===== src/sleep_gate_pkg.sv =====
// constants and carriers for the peripheral sleep and clock gating block
package sleep_gate_pkg;
  localparam int ADDR_W = 8;
  localparam int DATA_W = 32;
  localparam int BE_W = 4;
  localparam int BYTE_W = 8;

  // register byte offsets
  localparam logic [ADDR_W-1:0] OFS_SLEEP_ENABLE_2 = 8'h24;
  localparam logic [ADDR_W-1:0] OFS_CLOCK_NEEDED_2 = 8'h28;

  // bits that steer a real peripheral: 28..9 and 3
  localparam logic [DATA_W-1:0] PERIPH_MASK = 32'h1FFF_FE08;
  // held-only storage bits 8..4
  localparam logic [DATA_W-1:0] SPARE_MASK = 32'h0000_01F0;
  // every bit that software can write
  localparam logic [DATA_W-1:0] WRITE_MASK = 32'h1FFF_FFF8;
  localparam logic [DATA_W-1:0] RESET_VALUE = 32'h0000_0000;
  localparam logic [DATA_W-1:0] READ_ZERO = 32'h0000_0000;

  // peripheral bit positions
  localparam int BIT_CIPHER_HASH = 28;
  localparam int BIT_RANDOM_GENERATOR = 27;
  localparam int BIT_PUBLIC_KEY_ENGINE = 26;
  localparam int BIT_LIGHT_DRIVER_THREE = 25;
  localparam int BIT_WIDE_TIMER_ONE = 24;
  localparam int BIT_WIDE_TIMER_ZERO = 23;
  localparam int BIT_NARROW_TIMER_THREE = 22;
  localparam int BIT_NARROW_TIMER_TWO = 21;
  localparam int BIT_SERIAL_FLASH_PORT_ONE = 20;
  localparam int BIT_BUS_CONTROL_MODULE = 19;
  localparam int BIT_LIGHT_DRIVER_TWO = 18;
  localparam int BIT_LIGHT_DRIVER_ONE = 17;
  localparam int BIT_LIGHT_DRIVER_ZERO = 16;
  localparam int BIT_SMBUS_CONTROLLER_THREE = 15;
  localparam int BIT_SMBUS_CONTROLLER_TWO = 14;
  localparam int BIT_SMBUS_CONTROLLER_ONE = 13;
  localparam int BIT_FAN_SPEED_PWM = 12;
  localparam int BIT_KEY_MATRIX_SCANNER = 11;
  localparam int BIT_HIBERNATION_TIMER = 10;
  localparam int BIT_SERIAL_FLASH_PORT_ZERO = 9;
  localparam int BIT_CONVERTER = 3;

  typedef struct packed {
    logic read;
    logic write;
    logic [ADDR_W-1:0] address;
    logic [DATA_W-1:0] writedata;
    logic [BE_W-1:0] byteenable;
  } av_req_t;

  typedef struct packed {
    logic waitrequest;
    logic [DATA_W-1:0] readdata;
  } av_rsp_t;
endpackage


===== src/peripheral_sleep_clock_gating.sv =====
// peripheral sleep enables, clock-needed status and clock gate controls
//
// Overview of operation
// RULE1 - sleep bit 1 commands peripheral (bits 28..9 and 3) to sleep when ready
// RULE2 - sleep bit 0 leaves peripheral clock free; sleep bits are read/write, reset 0
// RULE3 - clock-needed bits 28..9 and 3 read-only, 1 while the peripheral needs its clock
// RULE4 - clock-needed bit reads 0 when peripheral needs no clock; resets to 0
// RULE5 - sleep bits 8..4 are plain read/write storage, reset 0, no function
// RULE6 - software also powers down converter reference for lowest deep-sleep current
// RULE7 - random generator sleep bit powers it off at once; its clock-needed drops
// RULE8 - clock stops only while sleep bit is 1 and clock-needed bit is 0
//
// The Avalon-MM interface to the registers was chosen for this implementation.
`timescale 1ns/10ps
module peripheral_sleep_clock_gating (
  input wire logic i_clk,
  input wire logic i_srst,
  input wire sleep_gate_pkg::av_req_t i_av,
  output sleep_gate_pkg::av_rsp_t o_av,
  input wire logic [sleep_gate_pkg::DATA_W-1:0] i_clk_needed,
  output logic [sleep_gate_pkg::DATA_W-1:0] o_sleep_cmd,
  output logic [sleep_gate_pkg::DATA_W-1:0] o_clk_enable,
  output logic o_rng_power_off
);
  import sleep_gate_pkg::*;

  typedef struct packed {
    logic [DATA_W-1:0] sleep_enable;
    logic [DATA_W-1:0] clk_needed;
    logic [DATA_W-1:0] sleep_cmd;
    logic [DATA_W-1:0] clk_enable;
    logic rng_power_off;
    av_rsp_t rsp;
  } state_t;

  state_t state_r;
  state_t state_nxt;
  logic req_live;
  logic access_done;
  logic [DATA_W-1:0] wr_bits;

  assign req_live = i_av.read | i_av.write;
  // transfer completes at the edge where waitrequest is seen low
  assign access_done = req_live & ~state_r.rsp.waitrequest;

  always_comb begin
    state_nxt = state_r;
    wr_bits = '0;
    for (int b = 0; b < BE_W; b++) begin
      wr_bits[b*BYTE_W +: BYTE_W] = {BYTE_W{i_av.byteenable[b]}};
    end
    // one wait state, then one cycle with waitrequest low
    state_nxt.rsp.waitrequest = 1'b1;
    state_nxt.rsp.readdata = READ_ZERO;
    if (req_live && state_r.rsp.waitrequest) begin
      state_nxt.rsp.waitrequest = 1'b0;
      if (i_av.read) begin
        unique case (i_av.address)
          OFS_SLEEP_ENABLE_2: state_nxt.rsp.readdata = state_r.sleep_enable; // [RULE2] [RULE5]
          OFS_CLOCK_NEEDED_2: state_nxt.rsp.readdata = state_r.clk_needed; // [RULE3]
          default: state_nxt.rsp.readdata = READ_ZERO;
        endcase
      end
    end
    if (access_done && i_av.write && i_av.address == OFS_SLEEP_ENABLE_2) begin
      // writable bits only; clock-needed register ignores writes
      state_nxt.sleep_enable = (state_r.sleep_enable & ~(wr_bits & WRITE_MASK)) |
                               (i_av.writedata & wr_bits & WRITE_MASK); // [RULE2] [RULE5]
    end
    // live request levels, random generator forced low while powered off
    state_nxt.clk_needed = i_clk_needed & PERIPH_MASK; // [RULE3] [RULE4]
    if (state_nxt.sleep_enable[BIT_RANDOM_GENERATOR]) begin
      state_nxt.clk_needed[BIT_RANDOM_GENERATOR] = 1'b0; // [RULE7]
    end
    state_nxt.sleep_cmd = state_nxt.sleep_enable & PERIPH_MASK; // [RULE1]
    // gate only once the peripheral has let go of its clock
    state_nxt.clk_enable = ~(state_nxt.sleep_cmd & ~state_nxt.clk_needed) & PERIPH_MASK; // [RULE8] [RULE2]
    if (state_nxt.sleep_enable[BIT_RANDOM_GENERATOR]) begin
      state_nxt.clk_enable[BIT_RANDOM_GENERATOR] = 1'b0; // [RULE7]
    end
    state_nxt.rng_power_off = state_nxt.sleep_enable[BIT_RANDOM_GENERATOR]; // [RULE7]
    if (i_srst) begin
      state_nxt.sleep_enable = RESET_VALUE; // [RULE2] [RULE5]
      state_nxt.clk_needed = RESET_VALUE; // [RULE4]
      state_nxt.sleep_cmd = RESET_VALUE;
      state_nxt.clk_enable = PERIPH_MASK;
      state_nxt.rng_power_off = 1'b0;
      state_nxt.rsp.waitrequest = 1'b1;
      state_nxt.rsp.readdata = READ_ZERO;
    end
  end

  always_ff @(posedge i_clk) begin
    state_r <= state_nxt;
  end

  assign o_av = state_r.rsp;
  assign o_sleep_cmd = state_r.sleep_cmd;
  assign o_clk_enable = state_r.clk_enable;
  assign o_rng_power_off = state_r.rng_power_off;

  logic wr_sleep_full;
  assign wr_sleep_full = access_done && i_av.write && i_av.address == OFS_SLEEP_ENABLE_2 &&
                         (&i_av.byteenable);
endmodule // peripheral_sleep_clock_gating


===== config.mk =====
export PLATFORM = sky130hd
export DESIGN_NAME = peripheral_sleep_clock_gating
export DESIGN_NICKNAME = d
export VERILOG_FILES = /design/src/sleep_gate_pkg.sv /design/src/peripheral_sleep_clock_gating.sv
export SDC_FILE = /design/constraint.sdc
export NUM_CORES = 1
export LEC_CHECK = 0
export ABC_AREA = 1
export BUFFER_PORTS_ARGS = -buffer_cell sky130_fd_sc_hd__clkbuf_2
export CORE_MARGIN = 5
export CORE_UTILIZATION = 48
export CTS_CLUSTER_SIZE = 8
export DETAILED_ROUTE_END_ITERATION = 16
export PLACE_DENSITY = 0.86
export SYNTH_ARGS = -nofsm -noshare
export SYNTH_HDL_FRONTEND = slang
export SYNTH_SLANG_ARGS = --single-unit

===== constraint.sdc =====
create_clock -name i_clk -period 1.2 [get_ports i_clk]
set_input_delay 0.24 -clock i_clk [delete_from_list [all_inputs] [get_ports i_clk]]
set_output_delay 0.24 -clock i_clk [all_outputs]
set_load 0.05 [all_outputs]

==> run summary, run 1 <==
The clock transition at the registers of the reported paths is 90 ps. The worst setup path category is reg2reg. The number of DRC violations after detailed-routing iteration 0 is 131. The total instance count after detailed placement is 715. The half-perimeter wire length after detailed placement is 7120 um.

The worst hold-check path type is in2reg. Cells with a size suffix above 1 make up 33.9% of the layout. The total overflow reported by the global router came out at 0.

Buffers placed on the I/O ports in this run total 132. Before antenna repair, the detailed router went through 4 iterations. The time the final worst path needs with I/O delays and setup came out at 1230 ps.

STA classifies the critical path endpoint as a flip-flop. The final routed wire length divided by cell count is 14.6 um. Max-cap violations in this run came to 0. In the global route stage, overall resource usage came out at 18.7%.

The number of hold violations in the final report is 0. Once routing completed, OpenROAD measured the worst setup slack at -31.2 ps. In this design, the critical path's most frequently occurring cell is nor2_1.

The H-tree was split into 3 levels. Synthesis handed over a netlist of 556 instances. In this run the cell area of the synthesized design comes to 4220 um2. The cell sitting at the root of the clock tree is a clkbuf_8. The clock buffer count from CTS is 9.

The number of inserted diodes is 0. The per-cell via count in the routed design came out at 4.84. The top fanout value on the critical path is 9. The synthesis-to-finish area growth is 22.7%. The cell taking the most area after synthesis is dfxtp_1.

Routability-driven placement finished with a final weighted congestion of 0.822. At the worst endpoint, the arrival time is 1510 ps. Counting every sink on the clock net gives 95. The wire length of the first global-routing pass came out at 16600 um. The number of max-slew violations in the final report came out at 0. The number of distinct library cells after synthesis came out at 20.

The core outline area came out at 8640 um2. TritonCTS built the clock tree. At the end of the flow, the number of nets in the layout was 702.

The number of vias after detailed routing is 3549. The family of cells with the greatest summed delay on the critical path is simple AND/OR/NAND/NOR gates. Setup total negative slack on the finished layout was measured at -53.6 ps.

The initial cell density of the core is 48.9%. Once detail routing completed, the nets flagged for antenna violations numbered 0. The maximum operating frequency came out at 812 MHz. The total power per unit cell area came out at 1170 nW/um2. The storage element area is 1930 um2.

The later pin in the worst-skew pair is clocked with a latency of 350 ps. The synthesis-stage register bit count came out at 95. Clock skew on the completed layout was measured at 8.34 ps. The number of top-level design ports came out at 178. The initial antenna violation count is 1. The highest ir drop seen on vdd is 0.524 mV. By area the synthesized netlist is led by dfxtp_1, buf_4, nand2_1, nand3_1, a21oi_1.

The portion of the post-synthesis area used by sequential elements came out at 45.1%. The count of warnings emitted by yosys is 0. The post-detailed-routing wire length is 10700 um. The run finished, with violations left.

The final cell count without fillers is 733. The post-detailed-route DRC marker count is 0. Setup repair after global routing could not meet its margin everywhere. The worst setup path is launched from a flip-flop. The minimum hold slack is 90.4 ps.

The total power of the final layout came out at 0.00605 W. After filler insertion, the fill cell instance count of the layout stands at 714. Walking the worst path, the cells encountered are nor2_4 > nand3_4 > buf_4 > nor2_1 > nor2_1 > nor2_1. Measured along the y axis, the die boundary spans 104 um.

The number of endpoints failing setup at the final stage is 3. Measured along the x axis, the die boundary spans 104 um. In this run the biggest area consumer among cell types represents 45.1% of the synthesized area. The area occupied by multi-input gates is 1510 um2. The delay of the slowest critical-path stage is 350 ps.

After layout, the worst path uses 103% of the clock period. On the critical path, the stage with the largest delay is an instance of dfxtp_2. The floorplan step defined a die boundary enclosing 10800 um2. The maximum number of pins on one net before global-route repair is 41. The maximum number of buffers from clock root to sink came out at 2. The floorplan row count came out at 34. The number of global-route vias before repair came out at 3490. The required time at the endpoint of the critical path came out at 1480 ps. The critical path buffer and inverter count is 1. The leakage power came out at 2.38 nW. The synthesized area per cell is 7.59 um2. The checks that failed: negative setup slack.
-- metal layers --
layer | up-vias | wire length (um) | track usage [%]
li1 | 1744 | - | -
met1 | 1624 | 4080 | 21.6
met2 | 161 | 5570 | 32.1
met3 | 18 | 858 | 5.29
met4 | 2 | 175 | 8.14
met5 | - | 7 | 0
-- registers in the layout, summed over array words and instances, names as in the netlist, named ones only --
signal / count
state_r: 42
o_av: 27
o_clk_enable: 21
-- stage by stage --
stage / cell area [um2] / util, % / worst slack, ps
floorplan: 4320 / - / 0.955
global placement: 4420 / 51.2 / -100
detailed placement: 4420 / 51.2 / -131
CTS: 4950 / 57.3 / -44.9
global route: 5180 / 60.0 / -103
finish: 5180 / 60.0 / -31.2
-- timing repair --
action / in CTS / in global routing
gates resized for setup: 102 / 68
hold buffers: 0 / 0
pin swaps: 0 / 8
setup buffers: 0 / 4
gates cloned: 0 / 1
setup endpoints to repair: 56 / 77
-- worst min-delay path, cell delays in order --
cell and delay (ps):
clkbuf_2 70, inv_1 40, nand3_1 60
-- cell usage in the layout (no fill, tap or decap), drive strengths merged, types with 5 or more instances in the layout --
| cell type | instances |
|---|---|
| o21ai | 13 |
| conb | 28 |
| nor2 | 44 |
| a21oi | 41 |
| inv | 52 |
| dfxtp | 95 |
| nand2 | 115 |
| buf | 35 |
| nand3 | 64 |
| clkbuf | 125 |
| nand4 | 5 |
-- cells by family after synthesis --
group                  synth area share (%)
AOI/OAI and AO/OA                      6.58
DFF                                    45.1
buffers and inverters                  24.8
other                                0.0889
and+or+nand+nor                        23.5
-- Yosys cell counts (all sizes together) --
cell and number:
nor3 1, o21ai 13, o211ai 1, nand4 5, clkbuf 7, buf 116
a21oi 41, nand3 64, inv 51, nand2 115, dfxtp 95, nor2 44
conb 1, nor3b 2
-- where the power goes --
part	total (W)	switching (W)	internal [W]
Clock	0.00222	0.00106	0.00116
Combinational	0.000628	0.000450	0.000178
Sequential	0.00320	0.0000126	0.00319
Total	0.00605	0.00153	0.00452
-- path summary, 6_finish.rpt --
check / start / depth (start not counted) / slack [ps] / to
max: o_av[32] / 6 / -30 / flip-flop
min: i_clk_needed[3] / 3 / 90 / o_clk_enable[3]
max reg2reg: o_av[32] / 6 / -30 / flip-flop
min reg2reg: flip-flop / 2 / 450 / o_av[7]
-- layout make-up --
type	count	area share (%)
clock buffer	9	2.39
sequential	95	37.4
tap	108	2.61
inverter	51	3.70
clock inverter	5	1.62
timing repair buffer	151	23.2
multi-input combinational	314	29.1
Note: power is estimated with default switching activity, not from simulation.
==> inputs of run 2 (changes only) <==
--- a/config.mk
+++ b/config.mk
@@ -8,10 +8,10 @@
 export ABC_AREA = 1
 export BUFFER_PORTS_ARGS = -buffer_cell sky130_fd_sc_hd__clkbuf_2
 export CORE_MARGIN = 5
-export CORE_UTILIZATION = 48
+export CORE_UTILIZATION = 50
 export CTS_CLUSTER_SIZE = 8
 export DETAILED_ROUTE_END_ITERATION = 16
-export PLACE_DENSITY = 0.86
+export PLACE_DENSITY = 0.89
 export SYNTH_ARGS = -nofsm -noshare
 export SYNTH_HDL_FRONTEND = slang
 export SYNTH_SLANG_ARGS = --single-unit
==> constraint.sdc (replaced) <==
create_clock -name i_clk -period 1.5 [get_ports i_clk]
set_input_delay 0.3 -clock i_clk [delete_from_list [all_inputs] [get_ports i_clk]]
set_output_delay 0.3 -clock i_clk [all_outputs]
set_load 0.05 [all_outputs]
==> run 2 against run 1 <==
Compared with the run above:
- the flow now finishes without violations
- sequential share of layout area up 4.1 points
- clock power down 33%
- hold slack better by 76 ps
- clock skew increased by 3.1 ps
- highest routed layer is now met4
==> run summary, run 2 (synthesis results as in run 1) <==
More flip-flops sit in one register than any other, and that register is state_r. The number of sinks driven by the clock tree came out at 95. The sort of element at the end of the critical path is an output pin. The final routed wire length divided by cell count came out at 13.7 um.

For this run the aggregate overflow at the end of global routing stands at 0. The delay of the slowest critical-path stage is 420 ps. The per-cell via count in the routed design is 4.85. The register with the most flip-flops in the layout has 42 of them. The tree is rooted in a clkbuf_8. The first global-routing pass estimated 15600 um of wire.

The total power per unit cell area came out at 981 nW/um2. The initial antenna violation count was 0. The port buffer count came out at 132. The clock buffer count from CTS came out at 9. The most common library cell in the layout ignoring fill and taps is clkbuf_2.

The maximum number of pins on one net before global-route repair came out at 41. The worst path uses 91.1% of the clock period. The total number of H-tree levels came out at 3. The number of max-slew violations in the final report came out at 0. The number of endpoints failing setup at the final stage is 0.

The area after detailed placement came out at 4410 um2. The later pin in the worst-skew pair is clocked with a latency of 340 ps. The synthesis-to-finish area growth came out at 8.66%. The number of nets at the end of the flow is 696.

After routing the design area is 4590 um2. The highest ir drop seen on vdd is 0.564 mV. The number of inserted diodes is 0.

The filler cell count came out at 756. The buffer count from post-CTS setup fixing is 0. The area enclosed by the die boundary came out at 10400 um2. Setup repair after global routing left no endpoint under its margin.

The flow ran to the end, and the final reports show no timing, DRC or antenna violations. The number of hold-repair buffers added at the cts stage came out at 0. The worst setup path category is reg2out. The number of vias after detailed routing is 3523. After clock tree synthesis, the clock-pin slew on the worst setup and hold paths is 100 ps. The total negative setup slack is 0 ps. The height of the die is 102 um.

TritonCTS built the clock tree. The total iterations of the first detailed-routing run came out at 4. The top fanout value on the critical path came out at 5. The core outline area is 8220 um2. On the final layout, the worst clock skew is 11.4 ps. The clock period could shrink to 1370 ps.

The maximum operating frequency came out at 731 MHz. The maximum number of buffers from clock root to sink is 2. The x dimension of the die is 102 um.

STA puts the critical path data required time at 1200 ps. The initial cell density of the core is 51.4%. The number of global-route vias before repair is 3512. The detail route stage leaves a number of antenna-violating nets equal to 0. The routability congestion estimate is 0.757. The half-perimeter wire length after detailed placement is 7180 um. The post-detailed-routing wire length is 9970 um.

The critical path buffer and inverter count is 1. The worst hold-check path type is in2reg. Global routing used 18.9% of the available tracks.

In this run the count of I/O pins placed on the die edge is 178. The post-detailed-route DRC marker count came out at 0. Data arrives at the worst endpoint at 1070 ps.

In the layout the commonest cells are clkbuf_2, nand2_1, dfxtp_1. The number of hold violations in the final report is 0. Traced cell by cell, the critical path runs through clkbuf_2. The family of cells with the greatest summed delay on the critical path is flip-flops. The slowest stage of the critical path is the dfxtp_1 cell. The detailed router finished its first iteration with 138 violations. The kind of start point of the critical path is a flip-flop. Gates resized during post-CTS repair numbered 0. The floorplan row count came out at 33. The share of cells above drive strength 1 is 26.7%.

The leakage power came out at 2.23 nW. Max-cap violations in this run came to 0.
[run 2: power breakdown]
part	switching [W]	internal, W	leakage (nW)
clock	0.000876	0.000613	0.0829
sequential	0.0000110	0.00255	0.772
combinational	0.000335	0.000112	1.38
[run 2: through the flow]
stage	hold WS [ps]	instances	util, %	power, W	worst slack (ps)
2_1_floorplan	416	583	-	0.00298	249
5_1_grt	147	726	55.8	0.00471	70.5
3_3_place_gp	428	710	53.7	0.00306	120
6_report	166	726	55.8	0.00450	133
3_5_place_dp	430	710	53.7	0.00307	48.8
4_1_cts	151	726	55.8	0.00454	118
[run 2: path summary, 6_finish.rpt]
| path | start | cells past startpoint | to | slack [ps] |
|---|---|---|---|---|
| hold / removal | i_clk_needed[15] | 3 | state_r[113] | 170 |
| setup reg to reg | o_av[32] | 6 | o_clk_enable[9] | 320 |
| hold reg to reg | flip-flop | 2 | o_av[8] | 440 |
| setup / recovery | state_r[157] | 1 | o_sleep_cmd[27] | 130 |
[run 2: area by class of cell]
| class | count | area, um2 | share of cell area [%] |
|---|---|---|---|
| Clock buffer | 10 | 128 | 2.78 |
| Clock inverter | 6 | 46.3 | 1.01 |
| Inverter | 51 | 191 | 4.17 |
| Multi-Input combinational cell | 314 | 1380 | 30.1 |
| Sequential cell | 95 | 1900 | 41.5 |
| Tap cell | 105 | 131 | 2.86 |
| Timing Repair Buffer | 145 | 808 | 17.6 |
[run 2: routing by layer]
metal	vias to the layer above	share of wire (%)	global-route usage, %	routed length (um)
met2	168	50	32.9	4940
li1	1732	-	-	-
met1	1602	40	22.4	4010
met5	-	0	0	0
met4	0	1.9	8.38	188
met3	21	8.3	4.23	829
==> inputs of run 3 (changes only) <==
--- a/config.mk
+++ b/config.mk
@@ -7,11 +7,14 @@
 export LEC_CHECK = 0
 export ABC_AREA = 1
 export BUFFER_PORTS_ARGS = -buffer_cell sky130_fd_sc_hd__clkbuf_2
+export CORE_ASPECT_RATIO = 1.75
 export CORE_MARGIN = 5
 export CORE_UTILIZATION = 50
+export CTS_BUF_LIST = sky130_fd_sc_hd__clkbuf_8
 export CTS_CLUSTER_SIZE = 8
 export DETAILED_ROUTE_END_ITERATION = 16
 export PLACE_DENSITY = 0.89
 export SYNTH_ARGS = -nofsm -noshare
 export SYNTH_HDL_FRONTEND = slang
 export SYNTH_SLANG_ARGS = --single-unit
+export TNS_END_PERCENT = 100
==> run 3 against run 2 <==
Compared with the run above:
- routed wire length is 0.51% lower
- core utilization is 0.43 points lower
- global-route usage is 0.48 points higher
- flip-flop and latch count stayed put
- non-clock buffer count is 1 higher
- cell count is 1.7% lower
- sequential share of layout area is 0.11 points higher
- clock skew is 4.3 ps lower
- combinational power hardly changed
- clock power is 13% higher
- critical path type unchanged
- highest routed layer unchanged
==> run summary, run 3 (synthesis results as in run 1) <==
The flow ran to the end, and the final reports show no timing, DRC or antenna violations. The number of top-level design ports came out at 178. The core outline area is 8260 um2. The total power of the final layout is 0.00470 W.

The max-capacitance violation count came out at 0. The area after detailed placement came out at 4370 um2. The total overflow reported by the global router is 0. The routability congestion estimate is 0.872. The first global-routing pass estimated 16000 um of wire. The number of hold-repair buffers added at the cts stage came out at 0.

The number of max-slew violations in the final report came out at 0. The highest ir drop seen on vdd is 0.654 mV. The CTS tree is built. For this run, the post-layout net count is 697.

The routed design has 9920 um of wire. The port buffer count came out at 132. Setup repair after global routing left no endpoint under its margin. The floorplan row count came out at 44. Post-CTS repair changed the size of 0 cells.

More flip-flops sit in one register than any other, and that register is state_r. The routed design uses 5440 um of met2 wire. The per-cell via count in the routed design came out at 4.99. The floorplan step defined a die boundary enclosing 10500 um2. The repair_antennas step left the layout with diodes totalling 0.

The data arrival time of the worst path came out at 1100 ps. The buffer count from post-CTS setup fixing is 0. The topmost layer with routed signal wires is met4. The clock period could shrink to 1400 ps. The pre-CTS setup slack came out at 27.7 ps.

In this run the remaining antenna-violating nets after routing total 0. Walking the worst path, the cells encountered are clkbuf_2. The final worst clock skew is 7.13 ps. The final routed wire length divided by cell count is 13.9 um. The height of the die came out at 132 um. The number of endpoints failing setup at the final stage came out at 0. The maximum number of buffers from clock root to sink is 2. The total power per unit cell area came out at 1030 nW/um2.

Summed over all nets, the half-perimeter wirelength after detailed placement is 7480 um. The worst setup path is captured at an output pin. Of the available clock period, the critical path in the final layout requires 93.3%.

Entering global routing, the biggest net connects 52 pins. The initial cell density of the core is 51.1%. The library cells used most frequently in the layout, excluding fill and tap cells, are clkbuf_2, nand2_1, dfxtp_1. The kind of start point of the critical path is a flip-flop. The number of sinks driven by the clock tree is 95. The delay of the slowest critical-path stage is 430 ps. The number of hold violations in the final report came out at 0.

After clock tree synthesis, the clock-pin slew on the worst setup and hold paths is 80 ps. The total negative setup slack came out at 0 ps. The maximum operating frequency is 715 MHz. The kind of cell with the highest combined delay along the critical path is flip-flops. For the worst-skew pair, the clock arrives at the later sink with an insertion delay of 340 ps. The final worst setup slack is 101 ps. The total length of routed met3 wires came out at 642 um. The required time at the endpoint of the critical path is 1200 ps. The post-route netlist has 27.0% of its cells at a drive strength greater than 1. The critical path buffer and inverter count came out at 1. The flip-flop count of the largest register after layout came out at 42. The leakage power is 2.25 nW.

The total number of H-tree levels is 3. The path class of the tightest hold or removal check is in2reg. The cell type of the slowest stage on the worst timing path is dfxtp_1. The number of vias after detailed routing is 3561. The library cell used most frequently in the layout, excluding fill and tap cells, is clkbuf_2. The x dimension of the die came out at 79.5 um.

Clock tree synthesis selected as its root buffer the cell clkbuf_8. The initial antenna violation count came out at 0. The synthesis-to-finish area growth is 8.36%. The overall routing resource usage is 19.4%. The number of global-route vias before repair came to 3586. The top fanout value on the critical path came out at 4. The final instance area came out at 4570 um2. The total iterations of the first detailed-routing run is 5. The critical path in this run is classified as reg2out. In this run, the number of DRC markers left after iteration 0 of detailed routing was 245. The clock buffer count from CTS came out at 9. The sum of routed wire segments on met1 came out at 3370 um. The post-detailed-route DRC marker count came out at 0.
## run 3: area by class of cell
| class | count | area [um2] |
|---|---|---|
| fillers | 783 | 3680 |
| flip-flops and latches | 95 | 1900 |
| multi-input cells | 314 | 1380 |
| repair buffers | 146 | 778 |
| inverters | 51 | 191 |
| clock buffers | 11 | 151 |
| well taps | 92 | 115 |
| clock inverters | 5 | 56.3 |
## run 3: routing by layer
layer | vias to the layer above | track usage [%]
li1 | 1733 | -
met1 | 1632 | 19.1
met2 | 159 | 35.8
met3 | 37 | 3.70
met4 | 0 | 12.1
met5 | - | 0
## run 3: final timing paths
| kind | slack (ps) | endpoint | from | cells past startpoint |
|---|---|---|---|---|
| min reg2reg | 450 | o_av[8] | flip-flop | 2 |
| max reg2reg | 240 | flip-flop | o_av[32] | 6 |
| min | 160 | o_clk_enable[14] | i_clk_needed[14] | 3 |
| max | 100 | o_av[32] | o_av[32] | 1 |
## run 3: report_power, final
part           internal, W  switching [W]  total, W
Clock             0.000859       0.000834   0.00169
Sequential         0.00255      0.0000117   0.00256
Combinational     0.000110       0.000337  0.000447
## run 3: metrics by stage
step | hold slack [ps] | utilization, % | std cells
after global placement | 433 | 52.9 | 698
after floorplan | 416 | - | 583
final | 162 | 55.4 | 714
after detailed placement | 437 | 52.9 | 698
after global routing | 143 | 55.4 | 714
after CTS | 144 | 55.4 | 714
